## src/rtl/spindle_map_pkg.sv

```systemverilog
// Constants shared by the spindle status output mapper and its helpers.
// Assumes a 40 MHz control clock and a 32-bit classic Wishbone register bus.
package spindle_map_pkg;
   // Terminal and selection field geometry
   localparam int         TERM_N       = 14;
   localparam int         SEL_W        = 5;
   localparam int         IDX_W        = 4;
   localparam logic [4:0] SEL_RESET    = 5'h00;
   localparam logic [4:0] SEL_MAX      = 5'h17;
   localparam logic [4:0] SEL_REACH    = 5'h03;
   localparam logic [4:0] SEL_ESTOP    = 5'h0a;
   localparam logic [4:0] SEL_CODE0    = 5'h14;
   localparam logic [4:0] SEL_CODE1    = 5'h15;
   localparam logic [4:0] SEL_CODE2    = 5'h16;
   localparam logic [4:0] SEL_CODE3    = 5'h17;

   // Register byte offsets
   localparam logic [7:0] OFF_CLAMP    = 8'h00;
   localparam logic [7:0] OFF_FLAGS    = 8'h04;
   localparam logic [7:0] OFF_IRQ_ST   = 8'h08;
   localparam logic [7:0] OFF_IRQ_MASK = 8'h0c;
   localparam logic [7:0] OFF_TERM     = 8'h10;
   localparam logic [7:0] OFF_SEL_BASE = 8'h40;

   // Field positions of the flag and interrupt registers
   localparam int         FLG_REACH    = 0;
   localparam int         FLG_ESTOP    = 1;
   localparam int         FLG_CODE     = 4;
   localparam int         FLG_BUSY     = 8;
   localparam int         IRQ_W        = 3;
   localparam int         IRQ_REACH    = 0;
   localparam int         IRQ_ESTOP    = 1;
   localparam int         IRQ_ALARM    = 2;

   // Values after reset
   localparam logic [15:0] CLAMP_RESET = 16'h0000;
   localparam logic [2:0]  MASK_RESET  = 3'h0;

   // Alarm codes, bit 3 most significant
   localparam logic [3:0] AL_NONE      = 4'h0;
   localparam logic [3:0] AL_OVERHEAT  = 4'h1;
   localparam logic [3:0] AL_SPEED_DEV = 4'h2;
   localparam logic [3:0] AL_OVERSPEED = 4'h3;
   localparam logic [3:0] AL_OVERCURR  = 4'h4;
   localparam logic [3:0] AL_OVERLOAD  = 4'h5;
   localparam logic [3:0] AL_ESTOP     = 4'h6;
   localparam logic [3:0] AL_DRIVE_OTH = 4'h7;
   localparam logic [3:0] AL_PWR_MOD   = 4'h8;
   localparam logic [3:0] AL_PHASE     = 4'h9;
   localparam logic [3:0] AL_GROUND    = 4'ha;
   localparam logic [3:0] AL_MAIN_CIRC = 4'hb;
   localparam logic [3:0] AL_EXT_ESTOP = 4'hc;
   localparam logic [3:0] AL_OVERVOLT  = 4'hd;
   localparam logic [3:0] AL_NO_SIGNAL = 4'he;
   localparam logic [3:0] AL_OTHER     = 4'hf;
   localparam logic [3:0] STARTUP_CODE = 4'hf;

   // Power-up settling time
   localparam int         CLK_HZ         = 40000000;
   localparam int         POWERUP_MS     = 1000;
   localparam int         POWERUP_CYCLES = CLK_HZ / 1000 * POWERUP_MS;
   localparam int         CNT_W          = 26;
endpackage : spindle_map_pkg

```

## src/rtl/sel_bank_if.sv

```systemverilog
// Carrier between the mapper and its selection register bank.
// Assumes the mapper drives the write and read address side.
`timescale 1ns/1ps
interface sel_bank_if;
   logic                                    we;
   logic [spindle_map_pkg::IDX_W-1:0]        waddr;
   logic [spindle_map_pkg::SEL_W-1:0]        wdata;
   logic [spindle_map_pkg::IDX_W-1:0]        raddr;
   logic [spindle_map_pkg::SEL_W-1:0]        rdata;
   logic [spindle_map_pkg::TERM_N-1:0][spindle_map_pkg::SEL_W-1:0] sel_all;

   modport bank (input we, waddr, wdata, raddr, output rdata, sel_all);
   modport user (output we, waddr, wdata, raddr, input rdata, sel_all);
endinterface : sel_bank_if

```

## src/rtl/sel_bank.sv

```systemverilog
// Bank of terminal selection codes with a registered read port.
// Assumes one write per cycle from the mapper's bus logic.
`timescale 1ns/1ps
module sel_bank
(
   input  wire logic  clk,
   input  wire logic  rst_n,
   sel_bank_if.bank   sb
);
   typedef struct packed {
      logic [spindle_map_pkg::TERM_N-1:0][spindle_map_pkg::SEL_W-1:0] sel;
      logic [spindle_map_pkg::SEL_W-1:0]                             rdata;
   } bank_s;

   bank_s q;
   bank_s d;

   // Store legal codes only, read out through a register
   always_comb
   begin
      d = q;
      if (sb.we && sb.wdata <= spindle_map_pkg::SEL_MAX &&
          int'(sb.waddr) < spindle_map_pkg::TERM_N)
      begin
         d.sel[sb.waddr] = sb.wdata;
      end
      if (int'(sb.raddr) < spindle_map_pkg::TERM_N)
      begin
         d.rdata = q.sel[sb.raddr];
      end
      else
      begin
         d.rdata = '0;
      end
   end

   // State register, every code clears to zero
   always_ff @(posedge clk or negedge rst_n)
   begin
      if (!rst_n)
      begin
         q <= '0;
      end
      else
      begin
         q <= d;
      end
   end

   assign sb.rdata   = q.rdata;
   assign sb.sel_all = q.sel;

   // Out of range codes leave the entry untouched
   sel_reject_a: assert property (@(posedge clk) disable iff (!rst_n)
      (sb.we && sb.wdata > spindle_map_pkg::SEL_MAX &&
       int'(sb.waddr) < spindle_map_pkg::TERM_N)
      |=> (sb.sel_all[$past(sb.waddr)] == $past(sb.sel_all[sb.waddr])))
      else $error("selection code above range was stored");
endmodule : sel_bank

```

## src/rtl/powerup_timer.sv

```systemverilog
// Power-up settling timer, busy from reset until the interval ends.
// Assumes the reset is the power-on reset of the drive.
`timescale 1ns/1ps
module powerup_timer #(
   parameter int CYCLES = spindle_map_pkg::POWERUP_CYCLES
)
(
   input  wire logic clk,
   input  wire logic rst_n,
   output logic      busy
);
   localparam int W = spindle_map_pkg::CNT_W;
   typedef logic [W-1:0] cnt_t;

   typedef struct packed {
      cnt_t cnt;
      logic busy;
   } tmr_s;

   tmr_s q;
   tmr_s d;

   // Count once through the interval, then stay idle
   always_comb
   begin
      d = q;
      if (q.busy)
      begin
         if (q.cnt == cnt_t'(CYCLES - 1))
         begin
            d.busy = 1'b0;
         end
         else
         begin
            d.cnt = q.cnt + cnt_t'(1);
         end
      end
   end

   // State register
   always_ff @(posedge clk or negedge rst_n)
   begin
      if (!rst_n)
      begin
         q <= '{cnt: '0, busy: 1'b1};
      end
      else
      begin
         q <= d;
      end
   end

   assign busy = q.busy;

   // Interval ends exactly after the programmed count
   busy_end_a: assert property (@(posedge clk) disable iff (!rst_n)
      $fell(q.busy) |-> ($past(q.cnt) == cnt_t'(CYCLES - 1)))
      else $error("power-up interval ended at wrong count");
endmodule : powerup_timer

```

## src/rtl/spindle_status_output_mapper.sv

```systemverilog
// Spindle status flag generation and routing onto fourteen terminals.
// Assumes synchronous inputs from the drive control and a Wishbone master.
//
// Design decisions made here: the placing of the registers and the Wishbone interface to the registers.
`timescale 1ns/1ps
// Functional notes
// - Torque reached when started and command equals clamp
// - Code 3 routes torque reached flag
// - Estop flag follows the emergency stop input
// - Code 10 routes estop active flag
// - Fourteen selections, range 0 to 23, reset 0
// - Alarm shown as four-bit code, bit3 MSB
// - Codes 1-7 encode the drive-side alarm causes
// - Codes 8-15 encode the power-side alarm causes
// - Startup code allowed one second, then settled
// - Codes 20-23 route alarm bits 0-3
module spindle_status_output_mapper #(
   parameter int POWERUP_CYCLES = spindle_map_pkg::POWERUP_CYCLES
)
(
   input  wire logic        clk,
   input  wire logic        rst_n,
   input  wire logic        wb_cyc_i,
   input  wire logic        wb_stb_i,
   input  wire logic        wb_we_i,
   input  wire logic [7:0]  wb_adr_i,
   input  wire logic [3:0]  wb_sel_i,
   input  wire logic [31:0] wb_dat_i,
   output logic      [31:0] wb_dat_o,
   output logic             wb_ack_o,
   input  wire logic        start_cmd,
   input  wire logic [15:0] torque_cmd,
   input  wire logic        estop_in,
   input  wire logic [14:0] alarm_src,
   output logic      [13:0] term_out,
   output logic             irq_o
);
   typedef enum logic [1:0] {
      BUS_IDLE,
      BUS_FETCH,
      BUS_ANSWER
   } bus_state_e;

   typedef struct packed {
      bus_state_e   st;
      logic         ack;
      logic [31:0]  dat;
      logic [15:0]  clamp;
      logic         reach;
      logic         estop;
      logic [3:0]   code;
      logic [2:0]   irq_st;
      logic [2:0]   irq_mask;
      logic         irq;
      logic [13:0]  term;
   } map_s;

   map_s q;
   map_s d;
   logic busy;

   sel_bank_if sb ();

   // Selection register bank
   sel_bank u_bank
   (
      .clk   (clk),
      .rst_n (rst_n),
      .sb    (sb)
   );

   // Power-up settling timer
   powerup_timer #(
      .CYCLES (POWERUP_CYCLES)
   ) u_timer
   (
      .clk   (clk),
      .rst_n (rst_n),
      .busy  (busy)
   );

   // True when the address falls on a selection register
   function automatic logic sel_hit(input logic [7:0] adr);
      logic [3:0] idx;
      idx = adr[5:2];
      return (adr[7:6] == spindle_map_pkg::OFF_SEL_BASE[7:6]) &&
             (int'(idx) < spindle_map_pkg::TERM_N);
   endfunction : sel_hit

   // Priority encoder, lowest numbered active cause wins
   function automatic logic [3:0] encode(input logic [14:0] src);
      logic [3:0] c;
      c = spindle_map_pkg::AL_NONE;
      for (int k = 14; k >= 0; k--)
      begin
         if (src[k])
         begin
            c = 4'(k + 1);
         end
      end
      return c;
   endfunction : encode

   // Value a terminal shows for its selection code
   function automatic logic route(input logic [4:0] sel,
                                  input logic       reach,
                                  input logic       estop,
                                  input logic [3:0] code);
      logic r;
      r = 1'b0;
      case (sel)
         spindle_map_pkg::SEL_REACH: r = reach;
         spindle_map_pkg::SEL_ESTOP: r = estop;
         spindle_map_pkg::SEL_CODE0: r = code[0];
         spindle_map_pkg::SEL_CODE1: r = code[1];
         spindle_map_pkg::SEL_CODE2: r = code[2];
         spindle_map_pkg::SEL_CODE3: r = code[3];
         default:                    r = 1'b0;
      endcase
      return r;
   endfunction : route

   // Bank ports follow the held bus request
   assign sb.raddr = wb_adr_i[5:2];
   assign sb.waddr = wb_adr_i[5:2];
   assign sb.wdata = wb_dat_i[4:0];
   assign sb.we    = (q.st == BUS_FETCH) && wb_we_i && wb_sel_i[0] &&
                     sel_hit(wb_adr_i);

   // Flags, events, routing and the bus slave
   always_comb
   begin
      logic [2:0]  ev;
      logic [2:0]  clr;
      logic [31:0] rd;
      logic        wr;
      ev  = '0;
      clr = '0;
      rd  = '0;
      wr  = 1'b0;
      d   = q;

      // Status flags
      d.reach = start_cmd && (torque_cmd == q.clamp);
      d.estop = estop_in;
      if (busy)
      begin
         d.code = spindle_map_pkg::STARTUP_CODE;
      end
      else
      begin
         d.code = encode(alarm_src);
      end

      // Events that set sticky interrupt bits
      ev[spindle_map_pkg::IRQ_REACH] = d.reach & ~q.reach;
      ev[spindle_map_pkg::IRQ_ESTOP] = d.estop & ~q.estop;
      ev[spindle_map_pkg::IRQ_ALARM] = !busy && (d.code != q.code) &&
                                       (d.code != spindle_map_pkg::AL_NONE);

      // Terminal routing, alarm bits assumed all assigned
      for (int i = 0; i < spindle_map_pkg::TERM_N; i++)
      begin
         d.term[i] = route(sb.sel_all[i], q.reach, q.estop, q.code);
      end

      // Read data source
      if (sel_hit(wb_adr_i))
      begin
         rd = {27'h0000000, sb.rdata};
      end
      else
      begin
         case (wb_adr_i)
            spindle_map_pkg::OFF_CLAMP:    rd = {16'h0000, q.clamp};
            spindle_map_pkg::OFF_FLAGS:
            begin
               rd[spindle_map_pkg::FLG_REACH] = q.reach;
               rd[spindle_map_pkg::FLG_ESTOP] = q.estop;
               rd[spindle_map_pkg::FLG_CODE +: 4] = q.code;
               rd[spindle_map_pkg::FLG_BUSY]  = busy;
            end
            spindle_map_pkg::OFF_IRQ_ST:   rd = {29'h00000000, q.irq_st};
            spindle_map_pkg::OFF_IRQ_MASK: rd = {29'h00000000, q.irq_mask};
            spindle_map_pkg::OFF_TERM:     rd = {18'h00000, q.term};
            default:                       rd = '0;
         endcase
      end

      // Bus sequence: take, fetch, answer
      case (q.st)
         BUS_IDLE:
         begin
            d.ack = 1'b0;
            if (wb_cyc_i && wb_stb_i)
            begin
               d.st = BUS_FETCH;
            end
         end
         BUS_FETCH:
         begin
            d.st  = BUS_ANSWER;
            d.ack = 1'b1;
            d.dat = wb_we_i ? 32'h00000000 : rd;
            wr    = wb_we_i;
         end
         BUS_ANSWER:
         begin
            d.st  = BUS_IDLE;
            d.ack = 1'b0;
         end
         default:
         begin
            d.st  = BUS_IDLE;
            d.ack = 1'b0;
         end
      endcase

      // Register writes, byte lanes honoured
      if (wr)
      begin
         case (wb_adr_i)
            spindle_map_pkg::OFF_CLAMP:
            begin
               if (wb_sel_i[0])
               begin
                  d.clamp[7:0] = wb_dat_i[7:0];
               end
               if (wb_sel_i[1])
               begin
                  d.clamp[15:8] = wb_dat_i[15:8];
               end
            end
            spindle_map_pkg::OFF_IRQ_ST:
            begin
               if (wb_sel_i[0])
               begin
                  clr = wb_dat_i[2:0];
               end
            end
            spindle_map_pkg::OFF_IRQ_MASK:
            begin
               if (wb_sel_i[0])
               begin
                  d.irq_mask = wb_dat_i[2:0];
               end
            end
            default:
            begin
               clr = '0;
            end
         endcase
      end

      // Sticky status, a new event beats a clear
      d.irq_st = (q.irq_st & ~clr) | ev;
      d.irq    = |(q.irq_st & q.irq_mask);
   end

   // State register
   always_ff @(posedge clk or negedge rst_n)
   begin
      if (!rst_n)
      begin
         q          <= '0;
         q.st       <= BUS_IDLE;
         q.clamp    <= spindle_map_pkg::CLAMP_RESET;
         q.irq_mask <= spindle_map_pkg::MASK_RESET;
      end
      else
      begin
         q <= d;
      end
   end

   assign wb_dat_o = q.dat;
   assign wb_ack_o = q.ack;
   assign term_out = q.term;
   assign irq_o    = q.irq;

   // Torque reached follows start and clamp equality
   reach_flag_a: assert property (@(posedge clk) disable iff (!rst_n)
      q.reach == $past(start_cmd && (torque_cmd == q.clamp)))
      else $error("torque reached flag wrong");

   // Estop flag tracks its input one cycle later
   estop_flag_a: assert property (@(posedge clk) disable iff (!rst_n)
      $past(estop_in) |-> q.estop ##1 (q.estop == $past(estop_in)))
      else $error("estop flag does not follow input");

   // Code encoding for single causes, then the lowest of two causes wins
   code_low_a: assert property (@(posedge clk) disable iff (!rst_n)
      (!busy && alarm_src == 15'h0020) |=> (q.code == 4'h6))
      else $error("emergency stop cause gives wrong code");

   code_high_a: assert property (@(posedge clk) disable iff (!rst_n)
      (!busy && alarm_src == 15'h0800) |=> (q.code == 4'hc))
      else $error("external stop cause gives wrong code");

   code_order_a: assert property (@(posedge clk) disable iff (!rst_n)
      (!busy && alarm_src == 15'h0006) |=> (q.code == 4'h2))
      else $error("lowest active cause does not win");

   // After the startup window no fault means no alarm
   settle_a: assert property (@(posedge clk) disable iff (!rst_n)
      (!busy && alarm_src == 15'h0000) |=> (q.code == 4'h0))
      else $error("alarm code not settled after startup");

   // Per terminal routing checks
   for (genvar g = 0; g < spindle_map_pkg::TERM_N; g++)
   begin : g_term_chk
      term_reach_a: assert property (@(posedge clk)
         disable iff (!rst_n)
         (sb.sel_all[g] == 5'h03) |=> (q.term[g] == $past(q.reach)))
         else $error("terminal does not show torque reached");

      term_estop_a: assert property (@(posedge clk)
         disable iff (!rst_n)
         (sb.sel_all[g] == 5'h0a) |=> (q.term[g] == $past(q.estop)))
         else $error("terminal does not show estop flag");

      term_alarm_a: assert property (@(posedge clk)
         disable iff (!rst_n)
         (sb.sel_all[g] >= 5'h14 && sb.sel_all[g] <= 5'h17) |=>
         (q.term[g] == $past(q.code[sb.sel_all[g][1:0]])))
         else $error("terminal shows wrong alarm bit");

      term_idle_a: assert property (@(posedge clk)
         disable iff (!rst_n)
         (sb.sel_all[g] != 5'h03 && sb.sel_all[g] != 5'h0a &&
          sb.sel_all[g] < 5'h14) |=> !q.term[g])
         else $error("unassigned terminal is active");
   end

   // Interrupt line follows unmasked sticky bits
   irq_level_a: assert property (@(posedge clk) disable iff (!rst_n)
      irq_o == $past(|(q.irq_st & q.irq_mask)))
      else $error("interrupt line wrong");

   // Acknowledge lasts exactly one cycle
   ack_pulse_a: assert property (@(posedge clk) disable iff (!rst_n)
      $rose(wb_ack_o) |=> !wb_ack_o ##1 !wb_ack_o)
      else $error("acknowledge longer than one cycle");
endmodule : spindle_status_output_mapper

```

## config.mk

```make
export PLATFORM = sky130hd
export DESIGN_NAME = spindle_status_output_mapper
export DESIGN_NICKNAME = d
export VERILOG_FILES = /design/src/rtl/spindle_map_pkg.sv /design/src/rtl/sel_bank_if.sv /design/src/rtl/sel_bank.sv /design/src/rtl/powerup_timer.sv /design/src/rtl/spindle_status_output_mapper.sv
export SDC_FILE = /design/constraint.sdc
export NUM_CORES = 1
export LEC_CHECK = 0
export BUFFER_PORTS_ARGS = -buffer_cell sky130_fd_sc_hd__buf_2
export CAP_MARGIN = 20
export CORE_ASPECT_RATIO = 1.1
export CORE_MARGIN = 1
export CORE_UTILIZATION = 35
export DETAILED_ROUTE_END_ITERATION = 8
export GPL_TIMING_DRIVEN = 1
export PLACE_DENSITY_LB_ADDON = 0.2
export REMOVE_ABC_BUFFERS = 1
export SLEW_MARGIN = 20
export SYNTH_ARGS = -nofsm -noshare
export SYNTH_HDL_FRONTEND = slang
export SYNTH_SLANG_ARGS = --single-unit
export TNS_END_PERCENT = 100
```

## constraint.sdc

```tcl
create_clock -name clk -period 2.3 [get_ports clk]
set_clock_uncertainty 0.05 [all_clocks]
set_input_delay 0.115 -clock clk [delete_from_list [all_inputs] [get_ports clk]]
set_output_delay 0.115 -clock clk [all_outputs]
set_load 0.02 [all_outputs]
```

==> results.toml, run 1 <==
[run_status]
status = "complete, but fails checks"
violations = "DRC"

[routing]
routed_wl_mm = 23.33
dr.first_iter.drc_count = 317
first_pass_iters = 7
routedWlPerCell_um = 19.31
drt_drc_violations_left = 19
vias = 6360
drtAntennaViolNets = 0
vias_per_cell = 5.265

[floorplanning]
dieArea_um2 = 25470
die_x_um = 152.3
row_count = 60
die_h_um = 167.3
start_util_pct = 35.63
core_area_um2 = 24400
num_io_pins = 130

[sta]
min_period_ps = 2134
drv_slew = 0
relSlewSlack_pct = 48.33
timing.final.crit_share_pct = 92.78
rsz0062_at_grt = "false"
finalHoldViolCount = 0
setup_violations = 0
setup_tns_ps = 0
max_freq_ghz = 0.4686
worst_pin_slew_ps = 775.1

[global_routing]
grt_pass1_vias = 6475
grt_pass1_wl_mm = 37.58
grt.total_usage_pct = 19.23
grt_overflow = 0
antenna_found_initial = 0
grt_max_degree = 56

[worst_setup_path]
cp-start-kind = "flip-flop"
endpoint_kind = "flip-flop"
path_cells = "and4b_1, nand2_1, nor2_1, nand2_1, nor3_1, buf_4, mux2_2"
cp_data_arrival_time_ps = 2390
worst_ep_required_time_ps = 2560
cp_slowest_stage_delay_ps = 440
critical_path.startpoint = "q[77]"
slowest_stage = "and4b_1"
rrSetupSlack_ps = 170
critPathKind = "reg2reg"
crit_path_max_fanout = 6
cpMostUsedCell = "nand2_1"
crit-reg2reg-launch = "q[77]"

[yosys]
ys_seq_elements = 164
synth_edf_count = 0
yosys_warnings = 0
syn_avg_cell_area_um2 = 11.16
ys_top_cells_by_count = "163 x dfrtp_1, 102 x mux2_2, 59 x nand2_1, 47 x a21oi_1, 46 x buf_4"
syn_inst = 779
synth_area_leaders = "dfrtp_1 47%, mux2_2 13%, mux4_2 4.1%"
ys_dominant_reg_cell = "dfrtp_1"
synth_area_um2 = 8693
yosysSeqAreaShare_pct = 47.22
synth_top_area_share_pct = 46.92
yosysMostFrequentCell = "dfrtp_1"
synthDistinctLibCells = 59
async_flop_share_pct = 100.0
synth_top_area_cell = "dfrtp_1"

[layout]
fill_cells = 2349
fin_util_pct = 41.86
drive_above_1_share_pct = 33.18
syn_to_final_growth_pct = 17.47
final_nets = 969
diodes = 0
regArea_um2 = 4105
multi_input_area_um2 = 4114

[placed_design]
gp_congestion = 0.8350
io_buffers = 95
hpwl_mm = 16.87

[clocking]
cts.clk_slew.worst_paths_ps = 70
numCtsBuffers = 17
clk_latency_ps = 430
clk_path_buf_depth = 2
cts_sinks = 164
cts_root_buf = "clkbuf_16"
cts_repair_resize_count = 0
cts-htree-levels = 4
cts_tree = "yes"

[job]
max_cap_viol_count = 0

[pwr]
max-vdd-ir-drop_uv = 480.8
cellPowerDensity_nw_per_um2 = 601.4
p_leak_nw = 4.598

[min_path]
hp-start = "alarm_src[3]"
hp-class = "in2reg"
## metrics by stage
step | instances | area [um2] | power [mW] | hold slack [ps] | setup WS (ps)
3_3_place_gp | 1161 | 9508 | 3.492 | 73.42 | 46.24
3_5_place_dp | 1161 | 9508 | 3.495 | 74.24 | 19.18
6_report | 1208 | 10210 | 6.142 | 52.12 | 166.0
5_1_grt | 1208 | 10210 | 6.391 | 62.05 | 65.28
4_1_cts | 1208 | 10210 | 6.230 | 29.24 | 115.7
2_1_floorplan | 715 | 8262 | 3.197 | -230.6 | -240.3
## routing by layer
layer	part of all wire [%]	wire length, um	GRT usage, %	up-vias
li1	-	-	-	3020
met3	3.5	817	2.743	25
met2	52	12020	33.82	162
met1	43	10030	23.91	3153
met4	2.0	458	7.232	0
met5	0	0	0	-
## kinds of logic (layout without fill, tap and decap cells)
kind of cell             after synthesis  in the layout  share of synthesized area, %
AND/OR/NAND/NOR                      199            199                         11.98
flip-flops                           164            164                         47.22
AO/OA/AOI/OAI                        141            141                         10.46
multiplexers                         137            137                         19.55
buffers and inverters                 92            196                         6.174
XOR/XNOR                              44             44                         4.433
adder cells (fa/ha/maj)                1              1                        0.1439
other                                  1             16                       0.04314
## cells in the final DEF (no fill, tap or decap), types with 7 or more instances in the layout
cell and instances:
nand3_1 14, buf_4 36, mux4_2 16, a21oi_1 47, mux2_2 102, a31oi_1 15
nor4b_1 8, nand4_1 16, mux2i_1 19, inv_1 13, conb_1 16, nor2_1 40
clkbuf_16 17, buf_2 94, nor3_1 18, dfrtp_1 163, dlygate4sd3_1 16, o21ai_0 30
a22oi_1 7, a222oi_1 7, nand2_1 59, xnor2_1 38, nand3b_1 13
## worst max-delay path: cells and delay by family, from the launching register on
family,cells,cell delay [ps]
mux,1,330
flops,1,400
simple gates,5,1040
buf+inv,1,180
## report_power, final
group	switching, mW	internal, mW	total, mW
clock	1.27	1.41	2.69
combinational	0.282	0.197	0.479
sequential	0.0604	2.91	2.97
## path summary, 6_finish.rpt
path,cells after the start,end
worst max register to register,7,u_bank.sb.sel_all[10]
worst max-delay path,7,u_bank.sb.sel_all[10]
max in group asynchronous,3,u_timer.busy
worst min-delay path,4,q[21]
min in group asynchronous,2,q[34]
worst min register to register,1,q[76]
## sequential cells by signal, summed over array words and instances (netlist names)
name and flops:
u_timer.q 26, term_out 14, irq_o 1, q 30, u_bank.sb.rdata 5, wb_ack_o 1
u_bank.sb.sel_all 70, u_timer.busy 1, wb_dat_o 16
## cell type report
| class | count | share of cell area [%] |
|---|---|---|
| Multi-Input combinational cell | 538 | 40.28 |
| Tap cell | 310 | 3.798 |
| Sequential cell | 164 | 40.20 |
| Inverter | 13 | 0.4778 |
| Clock buffer | 18 | 4.202 |
| Clock inverter | 13 | 1.127 |
| Timing Repair Buffer | 152 | 9.912 |
## repair_timing
action / 4_1_cts / 5_1_grt
setup endpoints to repair: 0 / 2
hold endpoints to repair: 67 / 0
hold buffers: 16 / 0
buffers inserted: 0 / 0
Power figures use the tool's default switching activity.
==> run 2, diff against run 1 <==
- MAX_ROUTING_LAYER: default -> met4
==> results.toml, run 2 (same netlist as run 1, synthesis figures left out) <==
[pwr]
p_leak_nw = 4.598
cellPowerDensity_nw_per_um2 = 601.9
max-vdd-ir-drop_uv = 480.8

[global_routing]
grt_pass1_wl_mm = 37.63
grt_pass1_vias = 6470
grt_max_degree = 56
antenna_found_initial = 0
grt.total_usage_pct = 19.86
grt_overflow = 0

[clocking]
clk_path_buf_depth = 2
cts_sinks = 164
cts-htree-levels = 4
cts.clk_slew.worst_paths_ps = 70
cts_root_buf = "clkbuf_16"
clk_latency_ps = 430
numCtsBuffers = 17
post_cts_buffers = 0
cts_tree = "yes"

[sta]
relSlewSlack_pct = 49.02
timing.final.crit_share_pct = 92.73
min_period_ps = 2133
worst_pin_slew_ps = 764.7
max_freq_ghz = 0.4688
holdWs_ps = 53.91
setup_violations = 0
drv_slew = 0
rsz0062_at_grt = "false"
finalHoldViolCount = 0

[worst_setup_path]
critPathKind = "reg2reg"
reg2regPathDepth = 7
cp_data_arrival_time_ps = 2390
cp-start-kind = "flip-flop"
worst_ep_required_time_ps = 2560
crit_path_max_fanout = 6
endpoint_kind = "flip-flop"

[job]
max_cap_viol_count = 0

[layout]
drive_above_1_share_pct = 33.18
final_nets = 969
fill_cells = 2349
syn_to_final_growth_pct = 17.47
final_common_cell = "dfrtp_1"
largest_reg_flops = 70
diodes = 0
fin_util_pct = 41.86
layout_common_cells = "163 x dfrtp_1, 102 x mux2_2, 94 x buf_2"
regMostFlops = "u_bank.sb.sel_all"
reg_top3 = "u_bank.sb.sel_all x70, q x30, u_timer.q x26"

[routing]
routed_wl_mm = 23.38
first_pass_iters = 7
dr.first_iter.drc_count = 311
drtAntennaViolNets = 0
vias = 6376
routedWlPerCell_um = 19.35
vias_per_cell = 5.278
drt_drc_violations_left = 19

[min_path]
hold_depth = 4
hp-class = "in2reg"

[floorplanning]
dieArea_um2 = 25470
die_x_um = 152.3
num_io_pins = 130
core_area_um2 = 24400
die_h_um = 167.3
row_count = 60
start_util_pct = 35.63

[placed_design]
gp_congestion = 0.8502
io_buffers = 95
hpwl_mm = 16.87

[run_status]
violations = "DRC"
status = "complete, but fails checks"
## run 2: cell type report
class / count / area, um2 / area share, %
inverter: 13 / 48.80 / 0.4778
tap: 310 / 387.9 / 3.798
sequential: 164 / 4105 / 40.20
clock buffer: 18 / 429.2 / 4.202
clock inverter: 13 / 115.1 / 1.127
timing repair buffer: 152 / 1012 / 9.912
multi-input combinational: 538 / 4114 / 40.28
## run 2: power by group
group	leakage (nW)	switching [mW]	total, mW	internal [mW]
Sequential	2.26	0.0602	2.97	2.91
Clock	0.259	1.28	2.69	1.41
Combinational	2.08	0.283	0.480	0.197
Total	4.60	1.62	6.15	4.53
## run 2: worst paths after layout
kind,end,slack [ps],startpoint
setup / recovery,u_bank.sb.sel_all[12],170,q[77]
hold / removal,q[21],50,alarm_src[3]
setup reg to reg,u_bank.sb.sel_all[12],170,q[77]
max in group asynchronous,u_timer.busy,1330,rst_n
min in group asynchronous,q[34],170,rst_n
hold reg to reg,q[76],410,q[77]
## run 2: per-layer routing
metal / vias to the layer above / track usage [%] / part of all wire (%)
met2: 163 / 33.78 / 51
met5: - / - / 0
met1: 3173 / 24.01 / 44
met4: 0 / 7.232 / 2.1
li1: 3009 / - / -
met3: 31 / 2.821 / 3.3
## run 2: timing repair
| item | in CTS | in global routing |
|---|---|---|
| setup endpoints to repair | 0 | 2 |
| resized for setup | 0 | 0 |
| hold buffers | 16 | 0 |
| hold endpoints to repair | 67 | 0 |
## run 2: through the flow
stage	setup TNS, ps	power [mW]	cell area [um2]	instances	worst slack, ps
finish	0	6.146	10210	1208	167.1
global route	0	6.395	10210	1208	64.19
CTS	0	6.230	10210	1208	115.7
detailed placement	0	3.495	9508	1161	19.18
global placement	0	3.492	9508	1161	46.24
floorplan	-1077	3.197	8262	715	-240.3
## run 2: critical path, cell delays in order, from the launching register on
cell	delay, ps
dfrtp_1	400
and4b_1	440
nand2_1	110
nor2_1	100
nand2_1	170
nor3_1	220
buf_4	180
mux2_2	330
==> run 3, diff against run 2 <==
- REMOVE_ABC_BUFFERS: 1 -> default
==> results.toml, run 3 (same netlist as run 1, synthesis figures left out) <==
[routing]
vias_per_cell = 5.296
drtAntennaViolNets = 0
routed_wl_mm = 23.30
drt_drc_violations_left = 17
routedWlPerCell_um = 19.16
dr.first_iter.drc_count = 423
vias = 6440
first_pass_iters = 7

[worst_setup_path]
endpoint_kind = "flip-flop"
cpMostUsedCell = "nand3_1"
worst_ep_required_time_ps = 2600
crit_path_max_fanout = 10
critPathKind = "reg2reg"
cpLargestDelayFamily = "simple AND/OR/NAND/NOR gates"
cp_slowest_stage_delay_ps = 570
reg2regPathDepth = 7
cp-start-kind = "flip-flop"
path_cells = "ha_1, nand3_1, or2_2, o41a_1, nor2b_1, nand3_1, xnor2_1"
cp_data_arrival_time_ps = 2440
slowest_stage = "o41a_1"
cp_num_cells = 7
critPathBufInv = 0

[run_status]
status = "complete, but fails checks"
violations = "DRC"

[pwr]
p_total_mw = 6.205
switching_share_pct = 25.43
p_comb_share_pct = 7.8
max-vdd-ir-drop_uv = 323.7
p_int_mw = 4.627
p_clk_share_pct = 44.3
seq_power_share_pct = 47.9
net-switching-power_mw = 1.578
cellPowerDensity_nw_per_um2 = 605.1
p_leak_nw = 4.622

[layout]
layout_common_cells = "163 x dfrtp_1, 102 x mux2_2, 94 x buf_2"
fill_cells = 2362
fin_util_pct = 42.03
largest_reg_flops = 70
reg_top3 = "u_bank.sb.sel_all x70, q x30, u_timer.q x26"
final_common_cell = "dfrtp_1"
drive_above_1_share_pct = 33.30
syn_to_final_growth_pct = 17.95
regMostFlops = "u_bank.sb.sel_all"
final_nets = 974
finalNonFillerCells = 1216
final_area_um2 = 10250

[floorplanning]
dieArea_um2 = 25470
core_area_um2 = 24400
num_io_pins = 130
start_util_pct = 35.63
row_count = 60
die_h_um = 167.3
die_x_um = 152.3

[global_routing]
grt_max_degree = 87
grt_pass1_vias = 6380
grt_overflow = 0
grt.total_usage_pct = 19.59
grt_pass1_wl_mm = 37.07
antenna_found_initial = 2

[clocking]
cts_sinks = 164
numCtsBuffers = 17
clk_latency_ps = 430
cts-htree-levels = 4
cts_tree = "yes"
clk_path_buf_depth = 2
cts_root_buf = "clkbuf_16"
cts.clk_slew.worst_paths_ps = 70

[sta]
rsz0062_at_grt = "false"
timing.final.crit_share_pct = 92.84
worst_pin_slew_ps = 891.2
finalWorstSetupSlack_ps = 164.8
min_period_ps = 2135
setup_violations = 0
drv_slew = 0
max_freq_ghz = 0.4683
relSlewSlack_pct = 40.59
finalHoldViolCount = 0

[placed_design]
gp_congestion = 0.8455
dp.cells = 1163
postPlaceCellArea_um2 = 9498
dp_slack_ps = -11.60
hpwl_mm = 16.83
io_buffers = 95

[min_path]
hold_depth = 4
hp-class = "in2reg"

[job]
max_cap_viol_count = 0
[run 3: changes by cell type in the layout (fill, tap and decap cells not counted), sizes merged]
cell,delta
clkbuf,+1
dlygate4sd3,+3
buf,+2
clkinvlp,-1
diode,+2
inv,-3
clkinv,+3
bufinv,+1
[run 3: layout make-up]
cell class | instances | area, um2 | share of cell area (%)
multi-input cells | 538 | 4115 | 40.13
clock inverters | 13 | 126.4 | 1.232
repair buffers | 157 | 1032 | 10.07
inverters | 13 | 48.80 | 0.4759
well taps | 310 | 387.9 | 3.783
flip-flops and latches | 164 | 4105 | 40.04
clock buffers | 19 | 432.9 | 4.222
diodes | 2 | 5.005 | 0.04881
[run 3: worst paths after layout]
path / start / to / slack, ps
max: u_timer.q[1] / u_timer.q[7] / 160
min: alarm_src[3] / q[21] / 60
max reg2reg: u_timer.q[1] / u_timer.q[7] / 160
min reg2reg: q[77] / q[76] / 400
max in group asynchronous: rst_n / wb_dat_o[4] / 1340
min in group asynchronous: rst_n / u_bank.sb.sel_all[68] / 210
[run 3: stage by stage]
step | hold WS [ps] | setup TNS (ps)
after floorplan | -230.6 | 0
after global placement | -123.2 | 0
after detailed placement | -124.3 | -36.51
after CTS | 35.77 | 0
after global routing | 85.87 | 0
final | 57.34 | 0
[run 3: power by group through the flow]
stage	registers [mW]	clock network [mW]	logic, mW
2_1_floorplan	3.00	0	0.269
3_3_place_gp	3.03	0	0.464
3_5_place_dp	3.03	0	0.467
4_1_cts	2.97	2.80	0.493
5_1_grt	2.97	2.93	0.537
6_report	2.97	2.75	0.486
[run 3: metal layers]
layer	global-route usage [%]	vias up	routed length, um	part of all wire (%)
met5	-	-	0	0
met4	7.187	0	453	1.9
met2	32.78	163	11750	50
met1	24.00	3222	10240	44
met3	2.950	27	862	3.7
li1	-	3028	-	-
[run 3: timing repair]
item,CTS,global route
hold buffers,19,0
gates resized for setup,0,1
setup buffers,0,0
hold endpoints to repair,183,0
endpoints found under the setup margin,0,1
[run 3: worst register-to-register path, stage by stage, from the launching register on]
cell and delay (ps):
dfrtp_1 400, ha_1 180, nand3_1 90, or2_2 320, o41a_1 570, nor2b_1 220, nand3_1 100, xnor2_1 120
